<file path="src/dol_pkg.sv">
// Package of constants and carrier types for the digital output logic block.
package dol_pkg;

	// -----------------------------------------------------------------
	// Configuration codes
	// -----------------------------------------------------------------
	localparam logic [15:0] OUTPUT_TYPE_DIGITAL = 16'h03e8;
	localparam logic [3:0] CONTROL_SOURCE_NETWORK = 4'h1;
	localparam logic [1:0] POL_NORMAL = 2'h0;
	localparam logic [1:0] POL_INVERSE = 2'h1;
	localparam logic [1:0] POL_LATCHED = 2'h2;
	localparam logic [1:0] POL_BLINK = 2'h3;
	localparam logic FAULT_MODE_KEEP = 1'h0;
	localparam logic FAULT_MODE_PREDEFINED = 1'h1;
	localparam logic FAULT_MODE_RESET = FAULT_MODE_PREDEFINED;
	localparam logic ON_LEVEL_5V = 1'h0;
	localparam logic ON_LEVEL_12V = 1'h1;

	// -----------------------------------------------------------------
	// Timing and sizes
	// -----------------------------------------------------------------
	localparam int CLK_HZ = 40000000;
	localparam int TICK_MS = 1;
	localparam int TICK_CYCLES = CLK_HZ / 1000 * TICK_MS;
	localparam int CONTROL_WIDTH = 16;
	localparam int SUBINDEX_COUNT = 3;

	// -----------------------------------------------------------------
	// Carrier types
	// -----------------------------------------------------------------
	typedef struct packed {
		logic [15:0] output_type_select;
		logic [3:0] control_source_select;
		logic [1:0] control_number;
		logic [1:0] polarity;
		logic [15:0] blink_rate_ms;
		logic fault_mode;
		logic fault_state;
		logic on_level_select;
		logic analog_control;
		logic [15:0] control_min;
		logic [15:0] control_max;
	} dol_cfg_s;

	typedef struct packed {
		logic control_fault;
		logic enable_fault;
		logic override_fault;
		logic override_active;
		logic override_value;
		logic enable;
	} dol_gate_s;

endpackage

</file>
<file path="src/dol_blink.sv">
// Blink timer: millisecond tick and half-period toggle.
`timescale 1ns/1ps
module dol_blink #(
	parameter int TICK_CYCLES = 40000
) (
	// Clock and reset
	input wire logic i_ref_clk,
	input wire logic i_rst_n,
	input wire logic i_ce,
	// Control
	input wire logic i_run,
	input wire logic [15:0] i_rate_ms,
	// Output
	output logic o_phase
);
	import dol_pkg::*;

	typedef struct packed {
		logic [15:0] tick_cnt;
		logic [15:0] ms_cnt;
		logic phase;
		logic run;
	} dol_blink_state_s;

	dol_blink_state_s st;
	dol_blink_state_s next_st;

	always_comb begin
		next_st = st;
		next_st.run = i_run;
		if (!i_run || !st.run) begin
			// Restarting on every blink start keeps the first ON interval full length.
			next_st.tick_cnt = 16'h0000;
			next_st.ms_cnt = 16'h0000;
			next_st.phase = i_run;
		end else if (st.tick_cnt == 16'(TICK_CYCLES - 1)) begin
			next_st.tick_cnt = 16'h0000;
			if (st.ms_cnt + 16'h0001 >= i_rate_ms) begin
				next_st.ms_cnt = 16'h0000;
				next_st.phase = !st.phase;
			end else begin
				next_st.ms_cnt = st.ms_cnt + 16'h0001;
			end
		end else begin
			next_st.tick_cnt = st.tick_cnt + 16'h0001;
		end
	end

	always_ff @(posedge i_ref_clk or negedge i_rst_n) begin
		if (!i_rst_n) begin
			st <= '0;
		end else if (i_ce) begin
			st <= next_st;
		end
	end

	assign o_phase = st.phase;
endmodule

</file>
<file path="src/dol_output.sv">
// Digital on/off output logic for one universal output pin.
//
// Behaviour
// - Logic drives the pin only while output type selects digital on/off.
// - Network source takes the control value from the matching write-state sub-index.
// - Output follows control only without faults, override and disable.
// - Control zero gives logic OFF, any non-zero value gives logic ON.
// - Polarity 0 passes state, polarity 1 inverts it; 0 is default.
// - Polarity 2 toggles drive on each OFF-to-ON logic edge only.
// - Polarity 3 blinks drive while logic ON, holds OFF while logic OFF.
// - Feedback shows drive state, 0 OFF and 1 ON, for digital type.
// - On-level select picks the 5 V or 12 V ON level.
// - Analog control: OFF at or below min, ON at or above max, else hold.
// - Fault response applies when control, enable or override report errors.
// - Fault mode 0 keeps last drive; mode 1 forces predefined fault state.
// - After reset the fault mode applies the predefined fault state.
`timescale 1ns/1ps
module dol_output #(
	parameter int TICK_CYCLES = dol_pkg::TICK_CYCLES
) (
	// Clock, reset and enable
	input wire logic i_ref_clk,
	input wire logic i_rst_n,
	input wire logic i_ce,
	// Configuration
	input wire dol_pkg::dol_cfg_s i_cfg,
	input wire logic i_fault_mode_write,
	// Control values
	input wire logic [dol_pkg::SUBINDEX_COUNT-1:0] i_write_state,
	input wire logic [15:0] i_block_value,
	// Gating inputs
	input wire dol_pkg::dol_gate_s i_gate,
	// Pin drive
	output logic o_drive_active,
	output logic o_drive_on,
	output logic o_level_12v,
	// Status
	output logic o_drive_state_feedback,
	output logic o_fault_active
);
	import dol_pkg::*;

	// -----------------------------------------------------------------
	// State
	// -----------------------------------------------------------------
	typedef struct packed {
		logic cmd_state;
		logic logic_prev;
		logic drive;
		logic fault_mode;
		logic drive_active;
		logic drive_on;
		logic level_12v;
		logic feedback;
		logic fault_active;
	} dol_state_s;

	dol_state_s st;
	dol_state_s next_st;
	logic blink_phase;
	logic digital;
	logic network_bit;
	logic faulted;
	logic follow;
	logic logic_state;
	logic polar_drive;

	function automatic logic dol_select_bit(input logic [SUBINDEX_COUNT-1:0] bits, input logic [1:0] num);
		dol_select_bit = 1'b0;
		if (num != 2'h0 && 32'(num) <= SUBINDEX_COUNT) begin
			dol_select_bit = bits[num - 2'h1];
		end
	endfunction

	// -----------------------------------------------------------------
	// Blink timer
	// -----------------------------------------------------------------
	dol_blink #(
		.TICK_CYCLES(TICK_CYCLES)
	) u_blink (
		.i_ref_clk(i_ref_clk),
		.i_rst_n(i_rst_n),
		.i_ce(i_ce),
		.i_run(digital && i_cfg.polarity == POL_BLINK && logic_state),
		.i_rate_ms(i_cfg.blink_rate_ms),
		.o_phase(blink_phase)
	);

	// -----------------------------------------------------------------
	// Next-state logic
	// -----------------------------------------------------------------
	always_comb begin
		next_st = st;
		digital = (i_cfg.output_type_select == OUTPUT_TYPE_DIGITAL);
		network_bit = dol_select_bit(i_write_state, i_cfg.control_number);
		faulted = i_gate.control_fault || i_gate.enable_fault || i_gate.override_fault;

		// Command state from the selected control source.
		if (i_cfg.analog_control) begin
			if (i_block_value <= i_cfg.control_min) begin
				next_st.cmd_state = 1'b0;
			end else if (i_block_value >= i_cfg.control_max) begin
				next_st.cmd_state = 1'b1;
			end
		end else if (i_cfg.control_source_select == CONTROL_SOURCE_NETWORK) begin
			next_st.cmd_state = network_bit;
		end else begin
			next_st.cmd_state = (i_block_value != 16'h0000);
		end

		// Override beats enable, and a disabled output rests OFF.
		follow = !faulted && !i_gate.override_active && i_gate.enable;
		if (i_gate.override_active) begin
			logic_state = i_gate.override_value;
		end else if (!i_gate.enable) begin
			logic_state = 1'b0;
		end else begin
			logic_state = st.cmd_state;
		end
		next_st.logic_prev = logic_state;

		polar_drive = st.drive;
		case (i_cfg.polarity)
			POL_NORMAL: begin
				polar_drive = logic_state;
			end
			POL_INVERSE: begin
				polar_drive = !logic_state;
			end
			POL_LATCHED: begin
				if (logic_state && !st.logic_prev) begin
					polar_drive = !st.drive;
				end
			end
			default: begin
				polar_drive = logic_state && blink_phase;
			end
		endcase

		if (i_fault_mode_write) begin
			next_st.fault_mode = i_cfg.fault_mode;
		end
		if (!digital) begin
			next_st.drive = 1'b0;
		end else if (faulted) begin
			if (st.fault_mode == FAULT_MODE_PREDEFINED) begin
				next_st.drive = i_cfg.fault_state;
			end
		end else if (follow || i_gate.override_active || !i_gate.enable) begin
			next_st.drive = polar_drive;
		end

		next_st.drive_active = digital;
		next_st.drive_on = digital && next_st.drive;
		next_st.level_12v = (i_cfg.on_level_select == ON_LEVEL_12V);
		next_st.feedback = digital && next_st.drive;
		next_st.fault_active = digital && faulted;
	end

	always_ff @(posedge i_ref_clk or negedge i_rst_n) begin
		if (!i_rst_n) begin
			st <= '0;
			st.fault_mode <= FAULT_MODE_RESET;
		end else if (i_ce) begin
			st <= next_st;
		end
	end

	// -----------------------------------------------------------------
	// Outputs
	// -----------------------------------------------------------------
	assign o_drive_active = st.drive_active;
	assign o_drive_on = st.drive_on;
	assign o_level_12v = st.level_12v;
	assign o_drive_state_feedback = st.feedback;
	assign o_fault_active = st.fault_active;
endmodule

</file>
<file path="config.mk">
export PLATFORM = sky130hd
export DESIGN_NAME = dol_output
export DESIGN_NICKNAME = d
export VERILOG_FILES = /design/src/dol_pkg.sv /design/src/dol_blink.sv /design/src/dol_output.sv
export SDC_FILE = /design/constraint.sdc
export NUM_CORES = 1
export LEC_CHECK = 0
export ABC_AREA = 0
export BUFFER_PORTS_ARGS = -buffer_cell sky130_fd_sc_hd__buf_4
export CORE_ASPECT_RATIO = 0.5
export CORE_MARGIN = 3
export CORE_UTILIZATION = 40
export CTS_CLUSTER_DIAMETER = 40
export DETAILED_ROUTE_END_ITERATION = 8
export GPL_TIMING_DRIVEN = 0
export PLACE_DENSITY = 0.64
export SLEW_MARGIN = 20
export SYNTH_ARGS = -nofsm -noshare
export SYNTH_HDL_FRONTEND = slang
export SYNTH_SLANG_ARGS = --single-unit
</file>
<file path="constraint.sdc">
create_clock -name i_ref_clk -period 3.45 [get_ports i_ref_clk]
set_input_delay 0.345 -clock i_ref_clk [delete_from_list [all_inputs] [get_ports i_ref_clk]]
set_output_delay 0.345 -clock i_ref_clk [all_outputs]
set_load 0.005 [all_outputs]
</file>
# [Word-level counts from Yosys, hierarchy flattened]
# Cells that the tools add are included.
[totals] ff_bits=42 output_inout_bits=5 elab_cells=77
[op_classes] n_addsub=3 magnitude_cmp=4 eq_ne=7 muxes=20 reduce_logical=31
[ops] operator="2-to-1 mux 33 bit" count=1
[ops] operator="adder 16 x 1 -> 16 bit (second input constant)" count=2
[ops] operator=">= comparator 16 bit" count=2
[ops] operator="2-to-1 mux 16 bit" count=2
[ops] operator="2-to-1 mux 17 bit" count=1
[ops] operator="== test 16 x 10 -> 1 bit (second input constant)" count=1
[ops] operator="== test 16 bit (second input constant)" count=1
[ops] operator="<= comparator 16 bit" count=1
[ops] operator="nonzero test 16 bit" count=1
[ops] operator="2-to-1 mux 1 bit" count=14
[ops] operator="zero test 1 bit" count=9
[ops] operator="logical AND 1 bit" count=8
[ops] operator="AND reduction 2 bit" count=3
[ops] operator="nonzero test 2 bit" count=3
[ops] operator="logical OR 1 bit" count=5
[ops] operator="== test 2 bit (second input constant)" count=2
[ops] operator="== test 4 x 1 -> 1 bit (second input constant)" count=1
[ops] operator="less-than comparator 2 x 3 -> 1 bit (second input constant)" count=1
[ops] operator="inequality test 3 x 1 -> 1 bit (second input constant)" count=1
[ops] operator="one-hot mux 1 bit (3 select lines)" count=1
[ops] operator="AND reduction 3 bit" count=1
[ops] operator="binary-select mux 1 bit (select 2 bit)" count=1
[ops] operator="== test 2 x 1 -> 1 bit (second input constant)" count=1
[ops] operator="zero test 2 bit" count=1
[ops] operator="subtractor 2 x 1 -> 2 bit (second input constant)" count=1

# [Logic depth before layout (Yosys ltp)]
# Gate-level depths: netlist (run 1).
[logic_depth] word_depth=11 mapped_depth=14 ltp_nobuf=12

# [Cells and area by module]
# Synthesis (run 1) repeated with hierarchy kept, for this count alone.
[unflattened] cells_unflattened=406 area_unflattened_um2=3522.1
[modules_own_cells] mod="dol_blink" n_inst=1 cells_per_inst=237 area_per_inst_um2=2210.9 seq_area_each_um2=850.8
[modules_own_cells] mod="dol_output" n_inst=1 cells_per_inst=169 area_per_inst_um2=1311.3 seq_area_each_um2=176.4

# [Worst setup path after synthesis (run 1)]
# Ideal clock, no wire load.
[synth_timing] path_kind="register -> register" from="reg u_blink.st[2] (netlist name)" to="reg u_blink.st[17] (netlist name)" setup_time_ps=121 arrival_time_ps=2592 t_required_ps=3329 path_slack_ps=737 stages_incl_launch_ff=13 n_path_buf=1 cell_sequence="dfrtp_1 -> ha_1 -> nand3_1 -> nor2_1 -> and4_1 -> xor2_1 -> ha_1 -> nand4_1 -> nor4_1 -> a2111oi_2 -> and3_1 -> buf_6 -> a22o_1"
[synth_via] elab_chain_cells=5
[synth_lines] element="start, declared" line="dol_blink.sv:25" source="dol_blink_state_s st;"
[synth_lines] element="start signal, assigned" line="dol_blink.sv:53" source="st <= next_st;"
[synth_lines] element="adder 16 x 1 -> 16 bit (*)" line="dol_blink.sv:38, dol_blink.sv:42"
[synth_lines] element=">= comparator 16 bit" line="dol_blink.sv:38" source="if (st.ms_cnt + 16'h0001 >= i_rate_ms) begin"
[synth_lines] element="2-to-1 mux 16 bit (*)" line="dol_blink.sv:38"
[synth_lines] element="2-to-1 mux 17 bit (*)" line="dol_blink.sv:36" source="end else if (st.tick_cnt == 16'(TICK_CYCLES - 1)) begin"
[synth_lines] element="2-to-1 mux 33 bit (*)" line="dol_blink.sv:31" source="if (!i_run || !st.run) begin"
# Mark *: on every way between the ends. The rest lies on a longest branch, timed or not. The select of a mux whose other input is x is not followed.
# A chain may end at the register's enable or synchronous reset.

# [Final worst setup path (run 1)]
[layout_timing] from="reg u_blink.st[4] (netlist name)" to="reg u_blink.st[8] (netlist name)"
# Same word-level chain as after synthesis.

==> results of run 1 <==
## stage by stage
stage | setup slack (ns) | hold slack, ns | cells | instance area, um^2
2_1_floorplan | 0.737 | 0.0494 | 416 | 3570
3_3_place_gp | 0.261 | 0.372 | 637 | 4530
3_5_place_dp | 0.250 | 0.375 | 637 | 4530
4_1_cts | 0.222 | 0.0748 | 645 | 4670
5_1_grt | 0.00169 | 0.0887 | 647 | 4690
6_report | 0.250 | 0.0512 | 647 | 4690
## final timing paths
kind / slack [ns] / from / endpoint
worst max register to register: 0.25 / u_blink.st[4] / u_blink.st[8]
worst min-delay path: 0.05 / i_rst_n / u_blink.st[15]
max in group asynchronous: 3.02 / i_rst_n / st[5]
worst max-delay path: 0.25 / u_blink.st[4] / u_blink.st[8]
min in group i_ref_clk: 0.30 / i_cfg[35] / st[5]
worst min register to register: 0.51 / o_level_12v / o_level_12v
## routing by layer
| metal | vias to the layer above | GRT usage |
|---|---|---|
| li1 | 1727 | - |
| met5 | - | 0 |
| met3 | 5 | 0.0452 |
| met2 | 85 | 0.299 |
| met4 | 0 | 0.0322 |
| met1 | 1506 | 0.233 |
## sequential cells by signal, indices dropped and copies added (netlist names)
| name | count |
|---|---|
| o_drive_active | 1 |
| o_drive_state_feedback | 1 |
| u_blink.st | 33 |
| o_level_12v | 1 |
| st | 3 |
| o_fault_active | 1 |
| u_blink.o_phase | 1 |
## synth_stat cells, drive strengths merged, types with 2 or more instances
master	count	area, um^2
a21o	7	52.6
a21oi	20	100
a22o	9	78.8
and2	4	27.5
and3	9	56.3
and3b	2	17.5
and4	4	37.5
and4b	2	20.0
buf	7	51.3
clkbuf	2	7.51
dfrtp	40	1000
ha	51	638
inv	56	210
mux2	2	22.5
mux2i	2	20.0
nand2	37	139
nand3	17	85.1
nand3b	2	15.0
nand4	15	93.8
nand4b	2	17.5
nor2	27	101
nor2b	2	12.5
nor3	6	30.0
nor4	7	58.8
nor4b	4	50.1
o211ai	3	22.5
o21a	3	22.5
o21ai	21	105
o22ai	2	12.5
o31ai	5	37.5
or3	3	18.8
or4	3	22.5
xnor2	14	123
xor2	11	96.3
## worst max-delay path, cell delays in order, from the launching register on
cell and delay (ns):
dfrtp_1 0.47, and4_1 0.29, nand4_1 0.23, buf_4 0.21, nor2_1 0.16, xor2_1 0.12
ha_1 0.32, nand4_1 0.18, nor4_1 0.43, a2111oi_2 0.15, and3_1 0.22, buf_6 0.14
a22o_1 0.18
## power by group through the flow
stage / logic, uW / registers [uW] / clock network [uW]
floorplan: 109 / 500 / 0
global placement: 247 / 502 / 0
detailed placement: 252 / 502 / 0
CTS: 253 / 493 / 467
global route: 282 / 494 / 490
finish: 250 / 493 / 453
## cells in the final DEF, fill, tap and decap left out, drive strengths merged, types with 11 or more instances in the layout
cell / count
buf: 118
inv: 56
ha: 51
dfrtp: 40
nand2: 37
nor2: 27
o21ai: 21
a21oi: 20
nand3: 17
nand4: 15
xnor2: 14
xor2: 11
## cell families after synthesis
| family | after synthesis | synth area share |
|---|---|---|
| buffers and inverters | 65 | 0.0753 |
| AO/OA/AOI/OAI | 82 | 0.155 |
| multiplexers | 4 | 0.0119 |
| adder cells (fa/ha/maj) | 51 | 0.179 |
| AND/OR/NAND/NOR | 148 | 0.230 |
| flip-flops | 41 | 0.287 |
| XOR/XNOR | 25 | 0.0613 |
## final cells by class
class / count / area (um^2) / share of cell area
buffer: 9 / 58.8 / 0.0125
clock buffer: 6 / 129 / 0.0275
clock inverter: 2 / 10.0 / 0.00213
inverter: 56 / 210 / 0.0448
multi-input combinational: 310 / 2280 / 0.487
sequential: 41 / 1030 / 0.219
tap: 112 / 140 / 0.0299
timing repair buffer: 111 / 833 / 0.178
## timing repair
| action | 4_1_cts | 5_1_grt |
|---|---|---|
| hold endpoints to repair | 0 | 0 |
| buffers inserted | 0 | 2 |
| setup endpoints to repair | 0 | 17 |
| gates resized for setup | 0 | 2 |
| hold buffers | 0 | 0 |
==> flow_summary.ini, run 1 <==
[final_layout]
n_antenna_cell = 0
drive_gt1_frac = 0.260
n_fill_cell = 803
area_delta_synth_final_pct = 31.3
nNetsFinal = 690
final_core_util = 0.562

[job]
maxCapViolCount = 0

[global_routing]
grt_use_total = 0.176
grt_pass1_wl_mm = 14.8
grt_overflow = 0
antenna_found_initial = 0
grt_pass1_vias = 3288
grt_max_degree = 42

[floorplan]
rows = 23
die_h_um = 72.8
ios = 110
initial_core_util = 0.428
coreArea_um2 = 8350
dieArea_um2 = 10200
die_x_um = 140

[drt]
via_count = 3323
drtAntennaViolNets = 0
wl_met3_um = 571
totalWireLength_mm = 8.87
drc_errors = 0
wl_met2_mm = 4.02
viasPerCell = 5.14
first_pass_iters = 4
first_iter_violations = 138
wl_per_cell_um = 13.7
highest_layer = met4
met1Wirelength_mm = 4.22

[logic_synthesis]
synth_ff_type = dfrtp_1
ys_warn_count = 0
synth_cells = 416
synth_nets = 572
synth_seq_area_share = 0.287
synth_area_um2 = 3570
ys_ff_latch = 41
synth_edf_count = 0
avgSynthCellArea_um2 = 8.59
async_reset_ff_frac = 1.00
synth.distinct_cells = 57

[setup_path]
worstSetupEndpointType = flop
worstSetupPathType = reg -> reg
cp-start-kind = flop
rr_worst_depth = 12
worstPathRequired_ns = 3.62
worstPathMaxFanout = 9
crit_arrival_ns = 3.37

[run_status]
status = complete, no violations

[sta]
fin_tns_setup_ns = 0
rsz0062_at_grt = false
min_period_over_period = 0.927
final-max-slew-violation-count = 0
max_clock_freq_mhz = 313
fin_skew_ns = 0.00394
slew_headroom = 0.612
setup_violations = 0
min_period_ns = 3.20
worst_slew_pin_slew_ns = 0.576
hold_viol_final = 0

[power_and_ir_drop]
cellLeakagePower_uw = 0.00245
power_uw = 1200
comb_power_share = 0.209
power_density_nw_per_um2 = 255
clkPwrFrac = 0.379
netSwitchingPower_uw = 304
swShare = 0.254
pwr-share-seq = 0.412
intPower_uw = 892
ir_drop_v = 0.000163

[clock_tree]
clockRootBuffer = clkbuf_16
cts_tree = yes
htree_levels = 2
cts_buffers = 5
clkSinkCount = 41
clk_pin_slew_ns = 0.06
clk_latency_ns = 0.28
clockBufferDepth = 2

[placed_design]
hpwl_mm = 7.20
gp_congestion = 0.877
numPortBuffers = 109

[worst_hold_path]
hold_class = in -> async
No activity file was read; power rests on OpenSTA's default activity.
==> inputs of run 2 (changes only) <==
--- a/config.mk
+++ b/config.mk
@@ -9,11 +9,11 @@
 export BUFFER_PORTS_ARGS = -buffer_cell sky130_fd_sc_hd__buf_4
 export CORE_ASPECT_RATIO = 0.5
 export CORE_MARGIN = 3
-export CORE_UTILIZATION = 40
+export CORE_UTILIZATION = 44
 export CTS_CLUSTER_DIAMETER = 40
 export DETAILED_ROUTE_END_ITERATION = 8
 export GPL_TIMING_DRIVEN = 0
-export PLACE_DENSITY = 0.64
+export PLACE_DENSITY = 0.69
 export SLEW_MARGIN = 20
 export SYNTH_ARGS = -nofsm -noshare
 export SYNTH_HDL_FRONTEND = slang
==> run 2 against run 1 <==
Effect of this change: first-iteration DRC count rose by 6.5%; core utilization rose by 5.4 points; clock skew barely moved; final area fell by 0.29%; combinational power fell by 2%; non-clock buffer count fell by 1; register-to-register slack improved by 0.03 ns; critical path depth rose by 1; clock-buffer cell count rose by 1; global-route usage rose by 1.4 points; critical path type unchanged.
==> flow_summary.ini, run 2 (same netlist as run 1, synthesis figures left out) <==
[run_status]
status = complete, no violations

[power_and_ir_drop]
netSwitchingPower_uw = 297
swShare = 0.246
intPower_uw = 910
power_density_nw_per_um2 = 258
pwr-share-seq = 0.408
ir_drop_v = 0.000155
cellLeakagePower_uw = 0.00245
clkPwrFrac = 0.388
comb_power_share = 0.204
power_uw = 1210

[floorplan]
coreArea_um2 = 7600
dieArea_um2 = 9300
rows = 22
die_x_um = 133
initial_core_util = 0.470
die_h_um = 69.7
ios = 110

[clock_tree]
htree_levels = 2
cts_buffers = 5
cts_tree = yes
clk_latency_ns = 0.29
clockBufferDepth = 2
clkSinkCount = 41
clk_pin_slew_ns = 0.06
clockRootBuffer = clkbuf_16

[drt]
first_iter_violations = 147
viasPerCell = 5.12
first_pass_iters = 4
wl_per_cell_um = 13.4
drc_errors = 0
totalWireLength_mm = 8.59
via_count = 3279
drtAntennaViolNets = 0

[global_routing]
grt_overflow = 0
grt_pass1_vias = 3207
grt_max_degree = 42
grt_pass1_wl_mm = 14.7
grt_use_total = 0.190
antenna_found_initial = 0

[sta]
fin_tns_setup_ns = 0
slew_headroom = 0.612
setup_violations = 0
rsz0062_at_grt = false
max_clock_freq_mhz = 315
fin_skew_ns = 0.00436
worst_slew_pin_slew_ns = 0.577
final-max-slew-violation-count = 0
hold_viol_final = 0
min_period_ns = 3.17
min_period_over_period = 0.919
fin_ws_ns = 0.279

[setup_path]
startpoint = u_blink.st[2]
worstSetupPathType = reg -> reg
rr_worst_depth = 13
r2r_end = u_blink.st[3]
rr_startpoint = u_blink.st[2]
r2r_slack_ns = 0.28
cp-endpoint = u_blink.st[3]
worstSetupEndpointType = flop
worstPathRequired_ns = 3.66
worstPathMaxFanout = 10
cp-start-kind = flop
crit_arrival_ns = 3.38

[worst_hold_path]
hold_class = in -> async

[final_layout]
layout_commonest_cell = buf_4
n_antenna_cell = 0
mostFrequentLayoutCells = buf_4 (112), inv_1 (56), ha_1 (51)
final_core_util = 0.616
stdcell_area_um2 = 4680
max_flop_register = u_blink.st
area_delta_synth_final_pct = 31.0
drive_gt1_frac = 0.255
largest_register_ffs = 33
nNetsFinal = 689
top_regs = u_blink.st x33, st x3

[placed_design]
dp_slack_ns = 0.222
hpwl_mm = 6.99
gp_congestion = 0.873
placed_area_um2 = 4530
numPortBuffers = 109

[job]
maxCapViolCount = 0
## run 2: final cells by class
type	count	area (um^2)
buffer	9	58.8
multi-input combinational	310	2280
inverter	56	210
fill	701	2920
clock buffer	7	143
tap	108	135
sequential	41	1030
timing repair buffer	110	826
## run 2: per-stage QoR
step	cells	hold WS [ns]
floorplan	416	0.0494
global placement	633	0.373
detailed placement	633	0.375
CTS	640	0.0674
global route	641	0.0849
finish	641	0.0382
## run 2: power by group through the flow
stage                     combinational (uW)  clock, uW  sequential, uW
after detailed placement                 248          0             501
after global placement                   246          0             501
after CTS                                250        480             493
final                                    246        468             493
after floorplan                          109          0             500
after global routing                     282        504             493
## run 2: critical path: stages (launching register included)
cell and delay [ns]:
dfrtp_1 0.43, ha_1 0.26, nand3_1 0.21, nor2_2 0.22, and4_1 0.28, xor2_1 0.18
ha_1 0.25, nand4_1 0.15, nor2_1 0.08, o2bb2ai_1 0.16, a2111oi_2 0.36, buf_4 0.24
nand3_1 0.12, o21ai_1 0.15
## run 2: worst min path at each step
stage / startpoint / end / slack (ns) / cells after the start
after floorplan: i_rst_n / o_drive_active / 0.05 / 0
after global placement: i_rst_n / u_blink.st[12] / 0.37 / 1
after detailed placement: i_rst_n / u_blink.st[12] / 0.37 / 1
after CTS: i_rst_n / u_blink.st[10] / 0.07 / 1
after global routing: i_rst_n / u_blink.st[12] / 0.08 / 1
final: i_rst_n / u_blink.st[9] / 0.04 / 1
## run 2: timing repair
item                                    CTS  global route
endpoints found under the hold margin     0             0
resized for setup                         0             1
endpoints found under the setup margin    0            11
setup buffers                             0             1
hold buffers                              0             0
## run 2: per-layer routing
metal | wire length [um] | share of wire | GRT usage
met3 | 545 | 0.063 | 0.0529
met1 | 4100 | 0.48 | 0.258
met4 | 57 | 0.0066 | 0.0410
met5 | 0 | 0 | 0
met2 | 3890 | 0.45 | 0.304
==> inputs of run 3 (changes only) <==
--- a/config.mk
+++ b/config.mk
@@ -7,13 +7,14 @@
 export LEC_CHECK = 0
 export ABC_AREA = 0
 export BUFFER_PORTS_ARGS = -buffer_cell sky130_fd_sc_hd__buf_4
-export CORE_ASPECT_RATIO = 0.5
+export CORE_ASPECT_RATIO = 0.75
 export CORE_MARGIN = 3
 export CORE_UTILIZATION = 44
 export CTS_CLUSTER_DIAMETER = 40
 export DETAILED_ROUTE_END_ITERATION = 8
 export GPL_TIMING_DRIVEN = 0
 export PLACE_DENSITY = 0.69
+export SETUP_SLACK_MARGIN = 0.5
 export SLEW_MARGIN = 20
 export SYNTH_ARGS = -nofsm -noshare
 export SYNTH_HDL_FRONTEND = slang
==> run 3 against run 2 <==
Effect of this change: the run now ends with negative hold slack left; via count rose by 4.9%; sequential share of layout area fell by 1.0 points; cell count increased by 1.9%; power decreased by 3.5%; wire length up 9.0%; setup slack better by 0.26 ns; core utilization rose by 3.2 points; critical path type unchanged; highest routed layer unchanged.
==> flow_summary.ini, run 3 (same netlist as run 1, synthesis figures left out) <==
[sta]
fin_tns_setup_ns = 0
final-max-slew-violation-count = 0
fin_ws_ns = 0.536
slew_headroom = 0.586
setup_violations = 0
min_period_ns = 2.91
fin_skew_ns = 0.0110
rsz0062_at_grt = true
worst_slew_pin_slew_ns = 0.615
whs_ns = -0.00425
max_clock_freq_mhz = 343
min_period_over_period = 0.845
hold_viol_final = 3

[drt]
wl_met2_mm = 4.29
first_iter_violations = 165
highest_layer = met4
drc_errors = 0
wl_per_cell_um = 14.3
viasPerCell = 5.27
wl_met3_um = 586
via_count = 3440
totalWireLength_mm = 9.36
drtAntennaViolNets = 0
met1Wirelength_mm = 4.40
first_pass_iters = 4

[placed_design]
place_inst = 626
gp_congestion = 0.853
hpwl_mm = 7.30
placed_area_um2 = 4520
dp_slack_ns = 0.160
numPortBuffers = 109

[final_layout]
mostFrequentLayoutCells = buf_4 (128), inv_1 (56), ha_1 (49)
max_flop_register = u_blink.st
area_delta_synth_final_pct = 37.7
final_cells = 653
stdcell_area_um2 = 4920
n_antenna_cell = 0
layout_commonest_cell = buf_4
nNetsFinal = 707
top_regs = u_blink.st x33, st x3
largest_register_ffs = 33
drive_gt1_frac = 0.319

[clock_tree]
clk_latency_ns = 0.31
clockBufferDepth = 2
cts_buffers = 5
cts_tree = yes
htree_levels = 2
clockRootBuffer = clkbuf_8
clk_pin_slew_ns = 0.09
clkSinkCount = 41

[power_and_ir_drop]
intPower_uw = 864
cellLeakagePower_uw = 0.00255
power_density_nw_per_um2 = 236
ir_drop_v = 0.000168
clkPwrFrac = 0.357
pwr-share-seq = 0.423
swShare = 0.258
comb_power_share = 0.220
netSwitchingPower_uw = 300

[global_routing]
antenna_found_initial = 0
grt_max_degree = 42
grt_use_total = 0.203
grt_pass1_wl_mm = 15.2
grt_overflow = 0
grt_pass1_vias = 3339

[setup_path]
worstSetupEndpointType = flop
worstSetupPathType = reg -> reg
cp-start-kind = flop
worstPathMaxFanout = 5
worstPathRequired_ns = 3.65
crit_arrival_ns = 3.12

[floorplan]
rows = 27
ios = 110
die_x_um = 110
coreArea_um2 = 7600
initial_core_util = 0.470
die_h_um = 84.0
dieArea_um2 = 9250

[run_status]
status = finished, violations left
violations = negative hold slack

[job]
maxCapViolCount = 0

[worst_hold_path]
hold_class = in -> async
[run 3: changes by cell type in the layout (fill, tap and decap cells not counted), sizes merged]
cell    previous run  this run
buf              117       135
bufinv             0         1
[run 3: area by class of cell]
class / count / area (um^2)
Timing Repair Buffer: 128 / 962
Fill cell: 617 / 2680
Multi-Input combinational cell: 310 / 2420
Clock buffer: 7 / 86.3
Tap cell: 101 / 126
Clock inverter: 1 / 30.0
Inverter: 56 / 210
Sequential cell: 41 / 1030
Buffer: 9 / 60.1
[run 3: layer usage]
| layer | vias up | GRT usage |
|---|---|---|
| li1 | 1760 | - |
| met1 | 1571 | 0.281 |
| met2 | 100 | 0.324 |
| met4 | 0 | 0.0430 |
| met5 | - | 0 |
| met3 | 9 | 0.0433 |
[run 3: path summary, 6_finish.rpt]
| kind | start | to | slack [ns] | cells after the start |
|---|---|---|---|---|
| hold reg to reg | u_blink.st[15] | u_blink.st[15] | 0.52 | 1 |
| min in group i_ref_clk | i_cfg[33] | o_level_12v | 0.27 | 2 |
| setup reg to reg | u_blink.st[3] | u_blink.st[7] | 0.54 | 12 |
| hold / removal | i_rst_n | u_blink.st[9] | -0.004 | 1 |
| max in group asynchronous | i_rst_n | u_blink.st[4] | 3.03 | 1 |
| setup / recovery | u_blink.st[3] | u_blink.st[7] | 0.54 | 12 |
[run 3: repair_timing]
item	4_1_cts	5_1_grt
hold buffers	0	0
cloned	2	0
gates resized for setup	22	12
setup buffers	10	7
pin swaps	11	19
endpoints found under the setup margin	17	17
[run 3: power groups by stage]
| stage | Sequential [uW] | Combinational [uW] | Clock (uW) |
|---|---|---|---|
| finish | 492 | 256 | 416 |
| global route | 493 | 291 | 440 |
| CTS | 492 | 257 | 422 |
| detailed placement | 501 | 252 | 0 |
| global placement | 501 | 245 | 0 |
| floorplan | 500 | 109 | 0 |
[run 3: per-stage QoR]
step / power [uW] / util / hold slack, ns
5_1_grt: 1220 / 0.648 / 0.0515
2_1_floorplan: 610 / - / 0.0494
4_1_cts: 1170 / 0.633 / 0.0277
6_report: 1160 / 0.648 / -0.00425
3_3_place_gp: 747 / 0.594 / 0.361
3_5_place_dp: 753 / 0.594 / 0.362
[run 3: worst max-delay path: stages (launching register included)]
cell and delay [ns]:
dfrtp_1 0.40, and4_4 0.25, nand4_1 0.17, buf_4 0.20, o21ai_2 0.23, nand2_4 0.09
ha_4 0.29, nand4_1 0.16, nor4_4 0.34, a2111oi_4 0.13, and3_4 0.22, buf_6 0.13
a22o_1 0.20
